==> src/common/buck_pair_consts.svh <==
// constants for the buck pair set-point block
// assumes nothing beyond a plain include
`ifndef BUCK_PAIR_CONSTS_SVH
`define BUCK_PAIR_CONSTS_SVH
`define CODE_W          7
`define STEP_W          6
`define RANGE_BIT       6
`define PHASE_W         2
`define PHASE_SINGLE0   2'h0
`define PHASE_SINGLE1   2'h1
`define PHASE_RESERVED  2'h2
`define PHASE_INDEP     2'h3
`define MV_W            12
`define LOW_BASE_MV     12'h190
`define LOW_STEP_MV     12'h019
`define HIGH_BASE_MV    12'h320
`define HIGH_STEP_MV    12'h032
`define HIGH_MAX_MV     12'h0CE4
`define STEP_RESET      6'h00
`define RANGE_RESET     1'b0
`endif

==> src/common/buck_pair_pkg.sv <==
// types for the buck pair set-point block
// assumes the constants header is on the include path
`default_nettype none
package buck_pair_pkg;
  typedef enum logic [1:0] {
    st_normal,
    st_standby,
    st_sleep,
    st_unused
  } op_state_t;
  typedef enum logic [1:0] {
    phase_combined,
    phase_independent,
    phase_reserved
  } phasing_t;
endpackage
`default_nettype wire

==> src/hw/buck_pair_setpoint.sv <==
// set-point and phasing configuration for a pair of buck channels
// assumes synchronous inputs, one clock, otp values stable during operation
//
// Overview of operation
// - two-bit otp code: 00/01 combined, 10 reserved, 11 independent
// - combined mode regulates from first channel; software sets both alike
// - independent mode: each channel uses only its own registers
// - normal range bit is read-only, taken from default or otp
// - range 0: 0.40 V to 1.975 V in 25 mV steps
// - range 1: 0.800 V to 3.300 V in 50 mV steps
// - three writable six-bit set-points per channel, chosen by state
// - at start-up range bit copied into standby and sleep codes
`timescale 1ns/1ps
`default_nettype none
`include "buck_pair_consts.svh"
module buck_pair_setpoint
  import buck_pair_pkg::*;
(
  input  wire logic                 core_clk,
  input  wire logic                 rst,
  input  wire logic [`PHASE_W-1:0]  pair_phasing_code,
  input  wire logic                 otp_range_a,
  input  wire logic                 otp_range_b,
  input  wire logic                 init_load,
  input  wire logic [1:0]           op_state,
  input  wire logic [1:0]           wr_sel_a,
  input  wire logic                 wr_en_a,
  input  wire logic [`STEP_W-1:0]   wr_data_a,
  input  wire logic [1:0]           wr_sel_b,
  input  wire logic                 wr_en_b,
  input  wire logic [`STEP_W-1:0]   wr_data_b,
  output logic [`CODE_W-1:0]        normal_setpoint_code_a,
  output logic [`CODE_W-1:0]        standby_setpoint_code_a,
  output logic [`CODE_W-1:0]        sleep_setpoint_code_a,
  output logic [`CODE_W-1:0]        normal_setpoint_code_b,
  output logic [`CODE_W-1:0]        standby_setpoint_code_b,
  output logic [`CODE_W-1:0]        sleep_setpoint_code_b,
  output logic [`MV_W-1:0]          target_mv_a,
  output logic [`MV_W-1:0]          target_mv_b,
  output logic                      reserved_code_a,
  output logic                      reserved_code_b,
  output logic                      combined_mode,
  output logic                      phasing_reserved,
  output logic                      second_channel_enable
);
  // ************************************************************
  // phasing decode
  // ************************************************************
  function automatic phasing_t decode_phasing(input logic [`PHASE_W-1:0] c);
    case (c)
      `PHASE_SINGLE0: decode_phasing = phase_combined;
      `PHASE_SINGLE1: decode_phasing = phase_combined;
      `PHASE_INDEP:   decode_phasing = phase_independent;
      default:        decode_phasing = phase_reserved;
    endcase
  endfunction

  wire phasing_t phasing_now;
  assign phasing_now = decode_phasing(pair_phasing_code);
  wire logic is_combined;
  assign is_combined = (phasing_now == phase_combined);

  // ************************************************************
  // field decode helpers
  // ************************************************************
  // write strobe lands on one field, select 3 is refused
  function automatic logic write_hit(
    input logic       en,
    input logic [1:0] s,
    input logic [1:0] idx
  );
    write_hit = en && (s == idx) && (s != 2'h3);
  endfunction

  // state picks the field, unused state reads as normal
  function automatic logic [`STEP_W-1:0] pick_step(
    input logic [1:0]         st,
    input logic [`STEP_W-1:0] n,
    input logic [`STEP_W-1:0] sb,
    input logic [`STEP_W-1:0] sl
  );
    case (st)
      2'(st_standby): pick_step = sb;
      2'(st_sleep):   pick_step = sl;
      default:        pick_step = n;
    endcase
  endfunction

  // ************************************************************
  // set-point storage per channel
  // ************************************************************
  logic [`STEP_W-1:0] step_r [2][3];
  logic               range_r [2];
  wire logic [1:0]        sel [2];
  wire logic              wen [2];
  wire logic [`STEP_W-1:0] wdat [2];
  wire logic              otp_rng [2];
  assign sel[0] = wr_sel_a;
  assign sel[1] = wr_sel_b;
  assign wen[0] = wr_en_a;
  assign wen[1] = wr_en_b;
  assign wdat[0] = wr_data_a;
  assign wdat[1] = wr_data_b;
  assign otp_rng[0] = otp_range_a;
  assign otp_rng[1] = otp_range_b;

  wire logic [`CODE_W-1:0] code_sel [2];
  wire logic [`CODE_W-1:0] code_use [2];
  wire logic [`MV_W-1:0]   mv [2];
  wire logic               rsv [2];

  genvar ch;
  genvar k;
  generate
    for (ch = 0; ch < 2; ch++) begin : g_ch
      always_ff @(posedge core_clk or posedge rst) begin
        if (rst) begin
          range_r[ch] <= `RANGE_RESET;
        end else if (init_load) begin
          range_r[ch] <= otp_rng[ch];
        end
      end
      for (k = 0; k < 3; k++) begin : g_st
        always_ff @(posedge core_clk or posedge rst) begin
          if (rst) begin
            step_r[ch][k] <= `STEP_RESET;
          end else if (write_hit(wen[ch], sel[ch], 2'(k))) begin
            step_r[ch][k] <= wdat[ch];
          end
        end
      end
      assign code_sel[ch] = {range_r[ch],
                             pick_step(op_state, step_r[ch][0], step_r[ch][1], step_r[ch][2])};
      setpoint_decoder u_dec (
        .code          (code_use[ch]),
        .target_mv     (mv[ch]),
        .reserved_code (rsv[ch])
      );
    end
  endgenerate

  assign code_use[0] = code_sel[0];
  assign code_use[1] = is_combined ? code_sel[0] : code_sel[1];

  // ************************************************************
  // next values of the output flops
  // ************************************************************
  wire logic [`CODE_W-1:0] normal_setpoint_code_a_nxt;
  wire logic [`CODE_W-1:0] standby_setpoint_code_a_nxt;
  wire logic [`CODE_W-1:0] sleep_setpoint_code_a_nxt;
  wire logic [`CODE_W-1:0] normal_setpoint_code_b_nxt;
  wire logic [`CODE_W-1:0] standby_setpoint_code_b_nxt;
  wire logic [`CODE_W-1:0] sleep_setpoint_code_b_nxt;
  wire logic [`MV_W-1:0]   target_mv_a_nxt;
  wire logic [`MV_W-1:0]   target_mv_b_nxt;
  wire logic               reserved_code_a_nxt;
  wire logic               reserved_code_b_nxt;
  wire logic               combined_mode_nxt;
  wire logic               phasing_reserved_nxt;
  wire logic               second_channel_enable_nxt;

  // codes carry the shared range bit on top
  assign normal_setpoint_code_a_nxt  = {range_r[0], step_r[0][0]};
  assign standby_setpoint_code_a_nxt = {range_r[0], step_r[0][1]};
  assign sleep_setpoint_code_a_nxt   = {range_r[0], step_r[0][2]};
  assign normal_setpoint_code_b_nxt  = {range_r[1], step_r[1][0]};
  assign standby_setpoint_code_b_nxt = {range_r[1], step_r[1][1]};
  assign sleep_setpoint_code_b_nxt   = {range_r[1], step_r[1][2]};
  // targets follow the state-selected code
  assign target_mv_a_nxt             = mv[0];
  assign target_mv_b_nxt             = mv[1];
  assign reserved_code_a_nxt         = rsv[0];
  assign reserved_code_b_nxt         = rsv[1];
  // phasing flags, one-hot over the three decodes
  assign combined_mode_nxt           = is_combined;
  assign phasing_reserved_nxt        = (phasing_now == phase_reserved);
  assign second_channel_enable_nxt   = (phasing_now == phase_independent);

  // ************************************************************
  // registered outputs
  // ************************************************************
  always_ff @(posedge core_clk or posedge rst) begin
    if (rst) begin
      normal_setpoint_code_a  <= '0;
      standby_setpoint_code_a <= '0;
      sleep_setpoint_code_a   <= '0;
      normal_setpoint_code_b  <= '0;
      standby_setpoint_code_b <= '0;
      sleep_setpoint_code_b   <= '0;
      target_mv_a             <= '0;
      target_mv_b             <= '0;
      reserved_code_a         <= 1'b0;
      reserved_code_b         <= 1'b0;
      combined_mode           <= 1'b0;
      phasing_reserved        <= 1'b0;
      second_channel_enable   <= 1'b0;
    end else begin
      normal_setpoint_code_a  <= normal_setpoint_code_a_nxt;
      standby_setpoint_code_a <= standby_setpoint_code_a_nxt;
      sleep_setpoint_code_a   <= sleep_setpoint_code_a_nxt;
      normal_setpoint_code_b  <= normal_setpoint_code_b_nxt;
      standby_setpoint_code_b <= standby_setpoint_code_b_nxt;
      sleep_setpoint_code_b   <= sleep_setpoint_code_b_nxt;
      target_mv_a             <= target_mv_a_nxt;
      target_mv_b             <= target_mv_b_nxt;
      reserved_code_a         <= reserved_code_a_nxt;
      reserved_code_b         <= reserved_code_b_nxt;
      combined_mode           <= combined_mode_nxt;
      phasing_reserved        <= phasing_reserved_nxt;
      second_channel_enable   <= second_channel_enable_nxt;
    end
  end
endmodule // buck_pair_setpoint
`default_nettype wire

==> src/hw/setpoint_decoder.sv <==
// set-point code to millivolt decoder
// assumes a 7-bit code with the range bit on top
`timescale 1ns/1ps
`default_nettype none
`include "buck_pair_consts.svh"
module setpoint_decoder (
  input  wire logic [`CODE_W-1:0] code,
  output logic      [`MV_W-1:0]   target_mv,
  output logic                    reserved_code
);
  wire logic [`MV_W-1:0] step_ext;
  wire logic [`MV_W-1:0] low_mv;
  wire logic [`MV_W-1:0] high_mv;
  assign step_ext = {{(`MV_W-`STEP_W){1'b0}}, code[`STEP_W-1:0]};
  assign low_mv  = `MV_W'(`LOW_BASE_MV + step_ext * `LOW_STEP_MV);
  assign high_mv = `MV_W'(`HIGH_BASE_MV + step_ext * `HIGH_STEP_MV);
  assign target_mv = code[`RANGE_BIT] ? high_mv : low_mv;
  assign reserved_code = code[`RANGE_BIT] && (high_mv > `HIGH_MAX_MV);
endmodule // setpoint_decoder
`default_nettype wire

==> config.mk <==
export PLATFORM = sky130hd
export DESIGN_NAME = buck_pair_setpoint
export DESIGN_NICKNAME = d
export VERILOG_FILES = /design/src/common/buck_pair_pkg.sv /design/src/hw/buck_pair_setpoint.sv /design/src/hw/setpoint_decoder.sv
export VERILOG_INCLUDE_DIRS = /design/src /design/src/common
export SDC_FILE = /design/constraint.sdc
export NUM_CORES = 1
export LEC_CHECK = 0
export BUFFER_PORTS_ARGS = -buffer_cell sky130_fd_sc_hd__buf_2
export CORE_AREA = 2 2 100 102
export CTS_CLUSTER_DIAMETER = 60
export DETAILED_ROUTE_END_ITERATION = 8
export DIE_AREA = 0 0 102 104
export GPL_ROUTABILITY_DRIVEN = 0
export PLACE_DENSITY = 0.87
export SLEW_MARGIN = 20
export SYNTH_ARGS = -nofsm -noshare
export SYNTH_HDL_FRONTEND = slang
export SYNTH_SLANG_ARGS = --single-unit
==> constraint.sdc <==
create_clock -name core_clk -period 8.4 [get_ports core_clk]
set_clock_uncertainty 0.05 [all_clocks]
set_input_delay 0.42 -clock core_clk [delete_from_list [all_inputs] [get_ports core_clk]]
set_output_delay 0.42 -clock core_clk [all_outputs]
set_load 0.05 [all_outputs]
======== Yosys cells after proc, flatten, opt, wreduce, memory -nomap -nowiden ========
Cells that the tools add are included.
cells by class
  add/sub/neg operators ................... 4
  $mul .................................... 4
  magnitude comparators ................... 2
  equal/unequal tests ..................... 12
  muxes and demuxes ....................... 6
  reductions and logical operators ........ 19
operator list
  cell                    number
  $mul 6x5->11 const B    4
  $add 10x12->12 const A  2
  $add 9x12->12 const A   2
  $gt 12x12->1 const B    2
  $mux 12                 2
  $pmux 6 s2              2
  $logic_and 1x1->1       14
  $eq 2x1->1 const B      5
  $eq 2x2->1 const B      5
  $logic_not 2->1         4
  $mux 7                  1
  $ne 2x2->1 const B      2
  $pmux 2 s2              1
  $reduce_or 2->1         1
storage, ports and cells
  register bits ........................... 109
  output and inout port bits .............. 71
  logic and storage cells ................. 68

======== Logic depth before layout (Yosys ltp) ========
Gate-level depths: netlist (run 1).
  depth after elaboration ................. 9
  gate-level depth with buffers ........... 18
  mapped depth without buffers ............ 17

======== Hierarchy ========
A second synthesis (run 1) with hierarchy kept.
unflattened totals
  cells, all modules ...................... 493
  area total of the unflattened synthesis .. 6,133.4 um^2
by module, submodules not included
  module                             instances  cells an instance  area each (um^2)  seq. area each (um^2)
  buck_pair_setpoint                 1          190                3,544.6           2,627.5
  setpoint_decoder at g_ch[0].u_dec  1          153                1,306.3           0.0
  setpoint_decoder at g_ch[1].u_dec  1          150                1,282.5           0.0

======== Worst setup path before layout (run 1) ========
Ideal clock, no wire load.
  path type ............................... input port to flip-flop
  start ................................... input port op_state[0]
  end ..................................... register reserved_code_b
  library setup time ...................... 0.126 ns
  arrival time ............................ 4.422 ns
  slack ................................... 3.802 ns
  stages .................................. 16
  path through ............................ inv_1 -> ha_1 -> clkbuf_1 -> buf_1 -> o21ai_0 -> mux2_2 -> ha_1 -> ha_1 -> ha_1 -> ha_1 -> or2_1 -> and3_4 -> a311oi_4 -> nor2_1 -> and3_1 -> o311a_1
between the ends
  cells in the longest elaborated chain, start to end .. 7
  elaborated cells on any way between the ends .. 9
  classes of those cells .................. 1 x add/sub; 1 x mul; 1 x order compare; 2 x eq/ne; 3 x mux; 1 x reduce/logical
RTL lines
  element                                   RTL line                   RTL
  from (decl)                               buck_pair_setpoint.sv:25   input wire logic [1:0] op_state,
  $eq 2x2->1 or $eq 2x1->1 (tied branches)  buck_pair_setpoint.sv:82   case (st)
  $pmux 6 s2                                buck_pair_setpoint.sv:82
  $mux 7 (*)                                buck_pair_setpoint.sv:143  assign code_use[1] = is_combined ? code_sel[0] : code_sel[1];
  $mul 6x5->11 (no source line) (*)         -
  $add 10x12->12 (no source line) (*)       -
  $gt 12x12->1 (no source line) (*)         -
  $logic_and 1x1->1 (*)                     setpoint_decoder.sv:18     assign reserved_code = code[`RANGE_BIT] && (high_mv > `HIGH_MAX_MV);
  net g_ch[1].u_dec.reserved_code           setpoint_decoder.sv:9      output logic reserved_code
  to (signal assigned)                      buck_pair_setpoint.sv:207  reserved_code_b <= reserved_code_b_nxt;
  to (decl)                                 buck_pair_setpoint.sv:41   output logic reserved_code_b,
Mark *: on every way through the listed nets, which the timed path passes. The rest lies on a longest branch.
A chain may end at the register's enable or synchronous reset.

======== Final worst setup path (run 1) ========
  start ................................... input port op_state[0]
  end ..................................... register target_mv_b[11]
between the ends
  cells in the longest elaborated chain, start to end .. 6
  elaborated cells on any way between the ends .. 10
  classes of those cells .................. 2 x add/sub; 2 x mul; 2 x eq/ne; 4 x mux
RTL lines
  element                                                           RTL line                   RTL
  $eq 2x2->1 or $eq 2x1->1 (tied branches)                          buck_pair_setpoint.sv:82
  $pmux 6 s2                                                        buck_pair_setpoint.sv:82
  $mux 7 (*)                                                        buck_pair_setpoint.sv:143
  $mul 6x5->11 (no source line)                                     -
  $add 9x12->12 (no source line) or $add 10x12->12 (tied branches)  -
  $mux 12 (*)                                                       setpoint_decoder.sv:17     assign target_mv = code[`RANGE_BIT] ? high_mv : low_mv;
  net g_ch[1].u_dec.target_mv[11]                                   setpoint_decoder.sv:8      output logic [`MV_W-1:0] target_mv,
  to (signal assigned)                                              buck_pair_setpoint.sv:205  target_mv_b <= target_mv_b_nxt;
  to (decl)                                                         buck_pair_setpoint.sv:39   output logic [`MV_W-1:0] target_mv_b,
Marked as above.

==> impl_results.md, run 1 <==
- Seq cells post-synth: 105
- Commonest cells post-synth: dfrtp_1 (105), mux2_2 (52), ha_1 (51), inv_1 (22), o21ai_0 (20)
- Hpwl dp: just under 8 mm
- Skew-Pair Late Insertion Delay: 0.37 ns
- Share of layout cells above drive strength 1: between 30% and 40%
- Seq pwr share: 32.1%
- Largest cells by area after synthesis: dfrtp_1 (51%), ha_1 (12%), mux2_2 (11%)
- Clock power frac: 14.9%
- Port Buf Inserts: 97
- Clock Sink Count: 105
- H-tree lvl count: 3
- Final Max Slew Viols: 0
- Final wirelength: a little over 10 mm
- Startpoint types: input port
- Io pins: 98
- Placed cell count: ~610
- Die area: between 0.01 and 0.015 mm2
- Top cell type by total area after synthesis: dfrtp_1
- F_max: about 220 MHz
- FF+latch area: roughly 0.0026 mm2
- Setup repair bufs after CTS: 0
- DR DRC count: 0
- Critical path data arrival time: ~4.9 ns
- Pwr dens: roughly 360 mW/mm2
- Most frequent CP cell: ha_1
- Critical path class: input port to register
- Most used DFF post-synth: dfrtp_1
- TritonRoute pass-1 iters: 4
- CP Cell Sequence: buf_2, inv_1, ha_1, nand2_1, o21ai_1, o2bb2ai_1, ha_1, ha_1, ha_1, fa_1, a211oi_1, o21bai_1, a21oi_1, xnor2_1, mux2_2, o21ai_0
- RSZ-0062 raised after global routing: false
- CTS tree: done
- Core area: ~0.0095 mm2
- Num CTS Buffers: 9
- Worst Path Required: 8.64 ns
- Antenna violations before repair: 0
- Combinational share of power: 53.0%
- Max Buffers Root-to-Sink: 2
- FF-to-FF path depth: 13
- Design area: roughly 0.0059 mm2
- Switch share: a little under half
- Post-Syn Area: roughly 0.005 mm2
- CTS Hold Buffers Added: 0
- Asr flop ratio synth: 100%
- Max-cap check violation count: 0
- Syn_area_per_cell: 12.9 um2
- Global-route wire length before repair: about 16 mm
- Via/cell ratio: roughly 5.4
- Unique cell type count in the Yosys netlist: 55
- Syn nets: roughly 480
- Area of the multi-input gates: between 0.002 and 0.0025 mm2
- Leak Pwr: approximately 0.0029 uW
- DR iter-0 viols: 144
- Overall die height: approximately 100 um
- Clock slew at reported path FFs: 0.10 ns
- GRT overflow: 0
- Cell with the most instances after synthesis: dfrtp_1
- Setup TNS: 0 ns
- Synthesis-to-finish area growth: 15.6%
- VDD IR-drop max: 0.148 mV
- Remaining antenna violation count: 0
- Vias in the first global route: 3310
- Largest net degree at the start of global routing: 59
- Final #Nets: approximately 570
- Worst-margin pin slew: 1.12 ns
- Post-Synthesis Cells: a little under 400
- Sw Pwr: roughly 1000 uW
- Synth top area share: 51.4%
- Total GRT Usage: between 15 and 20%
- Cts repair resizes: 0
- Layout Cells excl Fill: 629
- # fillers: about 780
- Final Hold Vio Count: 0
- Max FO, Critical Path: 20
- Chip width: roughly 100 um
- ANT cells: 0
- CP max stage delay: approximately 0.66 ns
- Max-slew headroom: around a quarter
- CP max-delay cell: ha_1
- Post-synth EDFFs: 0
- Synth Warn #: 0
- DP Area: about 0.0057 mm2
- Worst Setup End Kind: register
- Std-Cell Rows: 36
- Initial Utilization: a little over half
- Period utilization: 55.3%
- Post-DR wirelength/cell: 16.2 um
- Detailed-route via count: 3408
- Final worst path period need: 4.65 ns
- Cell-internal power: around 1200 uW
- Final setup fails: 0
- Register area share after synthesis: 51.4%
- HP Class: input port to async pin
- Clock root buffer: clkbuf_8
- Status: complete, no violations
==> routing by layer <==
layer,up-vias,track usage [%],share of wire [%]
li1,1615,-,-
met1,1685,26.4,42
met2,97,32.8,51
met3,11,5.04,5.7
met4,0,5.05,1.2
met5,-,0,0
==> per-stage QoR <==
step / total power, uW / hold slack (ns) / worst slack [ns] / util, %
finish: 2130 / 0.0453 / 3.75 / 61.9
global route: 2270 / 0.0818 / 3.30 / 61.9
CTS: 2150 / 0.0699 / 3.80 / 61.8
detailed placement: 1820 / 0.338 / 3.46 / 59.8
global placement: 1790 / 0.326 / 3.62 / 59.8
floorplan: 1580 / 0.302 / 3.80 / -
==> critical path: cells and delay by family <==
family | cells | cell delay, ns
buf+inv | 2 | 0.14
xor+xnor | 1 | 0.27
mux | 1 | 0.40
fa+ha+maj | 5 | 2.06
compound gates | 6 | 1.44
simple gates | 1 | 0.14
==> cells by family after synthesis <==
kind of cell	share of synthesized area, %
adder cells (fa/ha/maj)	13.3
multiplexers	13.6
XOR/XNOR	2.57
buffers and inverters	2.94
AO/OA/AOI/OAI	9.99
AND/OR/NAND/NOR	6.29
flip-flops	51.4
==> power groups by stage <==
| stage | Combinational (uW) | Sequential [uW] | Clock (uW) |
|---|---|---|---|
| floorplan | 604 | 980 | 0 |
| global placement | 1090 | 694 | 0 |
| detailed placement | 1120 | 696 | 0 |
| CTS | 1130 | 686 | 325 |
| global route | 1230 | 696 | 347 |
| finish | 1130 | 684 | 318 |
==> path summary, 6_finish.rpt <==
path	startpoint	to	slack, ns
hold reg to reg	sleep_setpoint_code_b_nxt[0]	sleep_setpoint_code_b[0]	0.36
setup reg to reg	standby_setpoint_code_a_nxt[3]	target_mv_b[11]	4.11
hold / removal	rst	second_channel_enable	0.05
setup / recovery	op_state[0]	target_mv_b[11]	3.75
min in group core_clk	pair_phasing_code[0]	phasing_reserved	0.16
max in group asynchronous	rst	standby_setpoint_code_b[0]	7.12
==> area by class of cell <==
cell class | instances | area share [%]
Timing Repair Buffer | 98 | 8.34
Tap cell | 133 | 2.82
Sequential cell | 105 | 44.5
Clock buffer | 9 | 2.10
Inverter | 22 | 1.44
Multi-Input combinational cell | 256 | 39.6
Clock inverter | 6 | 1.23
==> sequential cells by signal, indices dropped and copies added, names as in the netlist, 7 cells and up <==
register                count
normal_setpoint_code_a      7
normal_setpoint_code_b      7
target_mv_a                12
target_mv_b                12
==> cell usage in the layout (no fill, tap or decap), types with 3 or more instances in the layout <==
cell type / Yosys / routed
dfrtp_1: 105 / 105
buf_2: 3 / 97
mux2_2: 52 / 52
ha_1: 51 / 51
inv_1: 22 / 21
o21ai_0: 20 / 20
nand2_1: 14 / 14
nor2_1: 14 / 14
a21oi_1: 9 / 9
clkbuf_8: 0 / 9
xor2_1: 8 / 8
xnor2_1: 7 / 7
a22oi_1: 5 / 5
nor3_1: 5 / 5
nand3b_1: 4 / 4
nor3b_1: 5 / 4
a22o_1: 4 / 4
mux2i_1: 4 / 4
nand3_1: 4 / 4
inv_6: 0 / 4
o211ai_1: 3 / 3
mux4_2: 3 / 3
nor2b_1: 3 / 3
o21a_1: 3 / 3
No activity file was read; power rests on OpenSTA's default activity.
==> run 2, diff against run 1 <==
==> constraint.sdc (replaced) <==
create_clock -name core_clk -period 4.6 [get_ports core_clk]
set_clock_uncertainty 0.05 [all_clocks]
set_input_delay 0.23 -clock core_clk [delete_from_list [all_inputs] [get_ports core_clk]]
set_output_delay 0.23 -clock core_clk [all_outputs]
set_load 0.05 [all_outputs]
==> run 2 against run 1 <==
Net effect:
- hold slack lost 0.011 ns
- via count increased by 1.8%
- final cell count up 1.6%
- utilization grew 0.60 points
- global-route usage rose by 0.88 points
- power rose by 81%
- count of clock-buffer cells in the layout unchanged
- largest cell class unchanged
- flip-flop and latch count is the same
- register-to-register slack worse by 3.9 ns
- final area is 0.97% higher
==> impl_results.md, run 2 (synthesis results as in run 1) <==
- Clock slew at reported path FFs: 0.10 ns (about the same)
- Layout Cells excl Fill: 639 (+1.6%)
- Top delay family on crit path: compound AO/OA/AOI/OAI gates
- Worst path bufs/invs: 0 (-2)
- Final setup fails: 0 (unchanged)
- Max FO, Critical Path: 5 (-75%)
- Crit path capture: reserved_code_b
- Max-slew headroom: 33.5% (+8.0 points)
- Clock power frac: 13.6% (-1.3 points)
- Critical path data arrival time: 4.62 ns (-0.27 ns)
- Final Hold Vio Count: 0 (unchanged)
- DR DRC count: 0 (unchanged)
- Std-Cell Rows: 36 (unchanged)
- Biggest regs: target_mv_a x12, target_mv_b x12
- Total GRT Usage: 20.8% (+0.88 points)
- Final #Nets: 582 (+1.7%)
- RSZ-0062 raised after global routing: false
- Clock Sink Count: 105 (unchanged)
- TritonRoute pass-1 iters: 4 (unchanged)
- H-tree lvl count: 3 (unchanged)
- VDD IR-drop max: 0.324 mV (+120%)
- Chip width: 102 um (unchanged)
- # fillers: 763 (-1.7%)
- Cell-internal power: 2070 uW (+79%)
- HP Class: input port to register
- Antenna violations before repair: 0 (unchanged)
- Remaining antenna violation count: 0 (unchanged)
- Post-DR wirelength/cell: 16.3 um (+0.47%)
- F_max: around 230 MHz
- Status: complete, no violations
- Detailed-route via count: 3471 (+1.8%)
- Final worst path period need: 4.40 ns
- Seq pwr share: 32.3% (+0.2 points)
- CP max-delay cell: fa_1
- Port Buf Inserts: 97 (unchanged)
- Final Max Slew Viols: 0 (unchanged)
- Placed cell count: 622 (+1.3%)
- Sw Pwr: 1790 uW (+83%)
- Largest net degree at the start of global routing: 56 (-5.1%)
- Leak Pwr: 0.00294 uW (+1.3%)
- Switch share: 46.4% (+0.53 points)
- Final wirelength: 10.4 mm (+2.1%)
- DR iter-0 viols: 94 (-35%)
- Most frequent cells in the layout: dfrtp_1 (105), buf_2 (97), mux2_2 (52)
- Combinational share of power: 54.1% (+1.1 points)
- Beginning of the critical path: standby_setpoint_code_a_nxt[1]
- Worst Setup End Kind: register
- Clock root buffer: clkbuf_8
- Die area: 0.0106 mm2 (unchanged)
- Max-cap check violation count: 0 (unchanged)
- Area of the multi-input gates: 0.00234 mm2 (-0.11%)
- CTS tree: done
- Io pins: 98 (unchanged)
- Share of layout cells above drive strength 1: 36.6% (+0.88 points)
- Critical path class: register to register
- Global-route wire length before repair: 17.1 mm (+4.4%)
- Via/cell ratio: 5.43 (+0.25%)
- FF-to-FF setup slack: 0.20 ns (-3.91 ns)
- GRT overflow: 0 (unchanged)
- RR Endpoint: reserved_code_b
- Setup TNS: 0 ns (unchanged)
- Hpwl dp: 8.02 mm (+2.6%)
- Most common cell after layout, fill and taps aside: dfrtp_1
- Initial Utilization: 53.5% (unchanged)
- CP Cell Sequence: a22o_1, mux4_2, ha_1, ha_1, ha_1, fa_1, a211oi_1, nor2_1, o221ai_1, nor2_1, and3_1, o311a_1
- Worst Path Required: 4.81 ns (-3.83 ns)
- Pwr dens: 647 mW/mm2 (+79%)
- Worst-margin pin slew: 0.996 ns (-0.120 ns)
- Synthesis-to-finish area growth: 16.7%
- Startpoint types: register
- Num CTS Buffers: 9 (unchanged)
- ANT cells: 0 (unchanged)
- Vias in the first global route: 3635 (+9.8%)
- Tot Pwr: 3860 uW (+81%)
- Period utilization: a little over nine tenths
- FF+latch area: 0.00263 mm2 (unchanged)
- Skew-Pair Late Insertion Delay: 0.39 ns (+0.02 ns)
- FF-to-FF path depth: 12 (-1)
- Most frequent CP cell: ha_1
- Overall die height: 104 um (unchanged)
- Critical path depth: 12 (-4)
- Hold Path Stages: 2
- Core area: 0.00955 mm2 (unchanged)
- R2r startpoint: standby_setpoint_code_a_nxt[1]
- Max Buffers Root-to-Sink: 2 (unchanged)
- CP max stage delay: 0.48 ns (-0.18 ns)
[run 2: changes by cell type in the layout (fill, tap and decap cells not counted), sizes merged]
| cell | previous run | this run |
|---|---|---|
| buf | 98 | 106 |
| clkinv | 0 | 2 |
| dlygate4sd3 | 0 | 2 |
| bufinv | 1 | 0 |
| inv | 26 | 25 |
[run 2: power by group through the flow]
stage               logic, uW  clock network, uW  registers (uW)
floorplan                1100                  0            1790
global placement         2010                  0            1260
detailed placement       2070                  0            1270
CTS                      2090                545            1250
global route             2280                576            1270
finish                   2090                526            1250
[run 2: metrics by stage]
| step | util [%] | hold slack (ns) | worst slack [ns] | instance area, um2 |
|---|---|---|---|---|
| 2_1_floorplan | - | 0.241 | 0.192 | 5110 |
| 3_3_place_gp | 60.4 | 0.308 | 0.222 | 5770 |
| 3_5_place_dp | 60.4 | 0.318 | -0.102 | 5770 |
| 4_1_cts | 62.4 | 0.0202 | 0.265 | 5960 |
| 5_1_grt | 62.5 | 0.0279 | 0.0818 | 5970 |
| 6_report | 62.5 | 0.0343 | 0.196 | 5970 |
[run 2: routing by layer]
metal  track usage (%)  up-vias  share of wire [%]
met2              34.7      101                 51
met3              5.51       16                5.8
li1                  -     1631                  -
met1              26.0     1723                 42
met4              7.24        0                1.7
met5                 0        -                  0
[run 2: how the worst min path moves through the flow]
stage	slack (ns)	startpoint	to
CTS	0.02	otp_range_b	code_sel[6]
finish	0.03	otp_range_b	code_sel[6]
floorplan	0.24	pair_phasing_code[0]	phasing_reserved
detailed placement	0.32	rst	target_mv_a[2]
global route	0.03	otp_range_a	code_sel[13]
global placement	0.31	rst	target_mv_a[2]
[run 2: layout make-up]
class	count	share of cell area, %
Clock buffer	9	2.08
Clock inverter	6	0.881
Inverter	22	1.43
Multi-Input combinational cell	256	39.2
Sequential cell	105	44.0
Tap cell	133	2.79
Timing Repair Buffer	108	9.61
[run 2: worst reg2reg max path: stages (launching register included)]
cell and delay (ns):
dfrtp_1 0.41, a22o_1 0.26, mux4_2 0.48, ha_1 0.32, ha_1 0.31, ha_1 0.32, fa_1 0.48, a211oi_1 0.47
nor2_1 0.15, o221ai_1 0.45, nor2_1 0.07, and3_1 0.19, o311a_1 0.33
[run 2: what timing repair did]
action / 4_1_cts / 5_1_grt
resized for setup: 0 / 1
endpoints found under the setup margin: 0 / 2
endpoints found under the hold margin: 55 / 0
hold buffers: 2 / 0
buffers inserted: 0 / 0
==> run 3, diff against run 2 <==
--- a/config.mk
+++ b/config.mk
@@ -7,10 +7,10 @@
 export NUM_CORES = 1
 export LEC_CHECK = 0
 export BUFFER_PORTS_ARGS = -buffer_cell sky130_fd_sc_hd__buf_2
-export CORE_AREA = 2 2 100 102
+export CORE_AREA = 2 2 111 92
 export CTS_CLUSTER_DIAMETER = 60
 export DETAILED_ROUTE_END_ITERATION = 8
-export DIE_AREA = 0 0 102 104
+export DIE_AREA = 0 0 113 94
 export GPL_ROUTABILITY_DRIVEN = 0
 export PLACE_DENSITY = 0.87
 export SLEW_MARGIN = 20
==> run 3 against run 2 <==
Net effect:
- the flow now finishes with violations (design-rule violations)
- global-route usage grew 1.5 points
- critical path depth grew 3
- clock power grew 40%
- via count shrank 0.37%
- maximum frequency grew 3.5%
- sequential share of layout area shrank 0.49 points
- final cell count shrank 2.5%
- power grew 6.7%
- first-iteration DRC count grew 70%
- largest power group unchanged
==> impl_results.md, run 3 (synthesis results as in run 1) <==
- Std-Cell Rows: 32 (-11%)
- Top delay family on crit path: adder cells
- Die area: 0.0106 mm2 (+0.13%)
- Final #Nets: 579 (-0.52%)
- Initial Utilization: 54.1% (+0.57 points)
- Cts repair resizes: 0 (unchanged)
- Pwr dens: 683 mW/mm2 (+5.5%)
- H-tree lvl count: 3 (unchanged)
- Metal3 WL: 775 um (+27%)
- Tot Pwr: 4120 uW (+6.7%)
- VDD IR-drop max: 0.338 mV (+4.3%)
- Detailed-route via count: 3458 (-0.37%)
- Clock root buffer: clkbuf_16
- Area of the multi-input gates: 0.00233 mm2 (-0.11%)
- Max-cap check violation count: 0 (unchanged)
- Final wirelength: 10.9 mm (+4.8%)
- Final Hold Vio Count: 0 (unchanged)
- Worst path bufs/invs: 2 (+2)
- Dpl ws: 0.0247 ns (+0.126 ns)
- Share of layout cells above drive strength 1: 36.3% (-0.25 points)
- Total GRT Usage: 22.3% (+1.5 points)
- M1 WL: 4.81 mm (+10%)
- Max-slew headroom: 32.0% (-1.5 points)
- Core area: 0.00945 mm2 (-1.0%)
- Setup repair bufs after CTS: 0 (unchanged)
- Biggest regs: target_mv_a x12, target_mv_b x12
- Worst-margin pin slew: 1.02 ns (+0.0229 ns)
- Skew-Pair Late Insertion Delay: 0.36 ns (-0.03 ns)
- CP max-delay cell: fa_1
- Status: complete, but fails checks
- HP Class: input port to register
- Final Max Slew Viols: 0 (unchanged)
- Most common cell after layout, fill and taps aside: dfrtp_1
- Max Buffers Root-to-Sink: 2 (unchanged)
- Critical path data arrival time: 4.46 ns (-0.16 ns)
- Most frequent CP cell: ha_1
- Highest routed metal layer: met4
- Hold WS: 0.00709 ns (-0.0272 ns)
- Vias in the first global route: 3654 (+0.52%)
- RSZ-0062 raised after global routing: false
- Antenna violations before repair: 0 (unchanged)
- Leak Pwr: 0.00298 uW (+1.4%)
- Via/cell ratio: 5.55 (+2.2%)
- Max FO, Critical Path: 12 (+7)
- Chip width: 113 um (+11%)
- CP Cell Sequence: buf_2, inv_1, ha_1, a22o_1, mux4_2, ha_1, ha_1, ha_1, fa_1, a211oi_1, o21bai_1, a21oi_1, xnor2_1, mux2_2, o21ai_0
- Finished Core Util: 63.9% (+1.4 points)
- Critical path class: input port to register
- # fillers: 718 (-5.9%)
- Worst Setup End Kind: register
- Startpoint types: input port
- Final worst path period need: 4.26 ns (-0.149 ns)
- FF-to-FF setup slack: 0.34 ns (+0.15 ns)
- Period utilization: 92.5% (-3.2 points)
- Global-route wire length before repair: 18.3 mm (+7.2%)
- Worst Path Required: 4.81 ns (about the same)
- Num CTS Buffers: 9 (unchanged)
- Overall die height: 94 um (-9.6%)
- F_max: 235 MHz (+3.5%)
- Post-DR wirelength/cell: 17.5 um (+7.5%)
- FF+latch area: 0.00263 mm2 (unchanged)
- Largest net degree at the start of global routing: 59 (+5.4%)
- Clock Sink Count: 105 (unchanged)
- Violated checks: design-rule violations
- Setup TNS: 0 ns (unchanged)
- TritonRoute pass-1 iters: 7 (+3)
- Most frequent cells in the layout: dfrtp_1 (105), buf_2 (97), mux2_2 (52)
- Port Buf Inserts: 97 (unchanged)
- CP max stage delay: 0.47 ns (about the same)
- DR DRC count: 10 (+10)
- Synthesis-to-finish area growth: 18.0%
- ANT cells: 0 (unchanged)
- Met2 Wirelength: 5.23 mm (-0.81%)
- GRT overflow: 0 (unchanged)
- Worst Slack Setup Final: 0.345 ns (+0.149 ns)
- Hpwl dp: 8.02 mm (about the same)
- Io pins: 98 (unchanged)
- Final setup fails: 0 (unchanged)
- CTS tree: done
- DR iter-0 viols: 160 (+70%)
- Remaining antenna violation count: 0 (unchanged)
- Clock slew at reported path FFs: 0.07 ns (-0.03 ns)
-- run 3: cell type report --
class,instances,share of cell area [%]
Clock inverter,7,1.06
Sequential cell,105,43.6
Tap cell,119,2.47
Inverter,22,1.41
Multi-Input combinational cell,256,38.7
Clock buffer,9,3.73
Timing Repair Buffer,105,9.08
-- run 3: what timing repair did --
action	4_1_cts	5_1_grt
hold buffers	1	0
endpoints found under the setup margin	0	0
hold endpoints to repair	47	0
-- run 3: stage by stage --
step           std cells  area [um2]
6_report             623        6030
5_1_grt              623        6030
4_1_cts              623        6030
3_5_place_dp         606        5730
3_3_place_gp         606        5730
2_1_floorplan        396        5110
-- run 3: per-layer routing --
layer / GRT usage [%] / vias to the layer above
met3: 6.52 / 11
met4: 5.89 / 0
met1: 28.9 / 1695
li1: - / 1636
met2: 37.0 / 116
met5: 0 / -
-- run 3: worst paths after layout --
kind	start	endpoint	depth (start not counted)
worst min register to register	standby_setpoint_code_b_nxt[4]	standby_setpoint_code_b[4]	0
min in group asynchronous	rst	target_mv_b[0]	3
worst max-delay path	op_state[1]	target_mv_b[11]	15
worst max register to register	standby_setpoint_code_a_nxt[1]	target_mv_b[11]	12
max in group asynchronous	rst	sleep_setpoint_code_b_nxt[1]	4
worst min-delay path	pair_phasing_code[0]	phasing_reserved	2
-- run 3: report_power, final --
part	switching, uW	total (uW)	internal (uW)
Combinational	1400	2130	729
Clock	359	736	377
Sequential	108	1260	1150
Total	1860	4120	2250
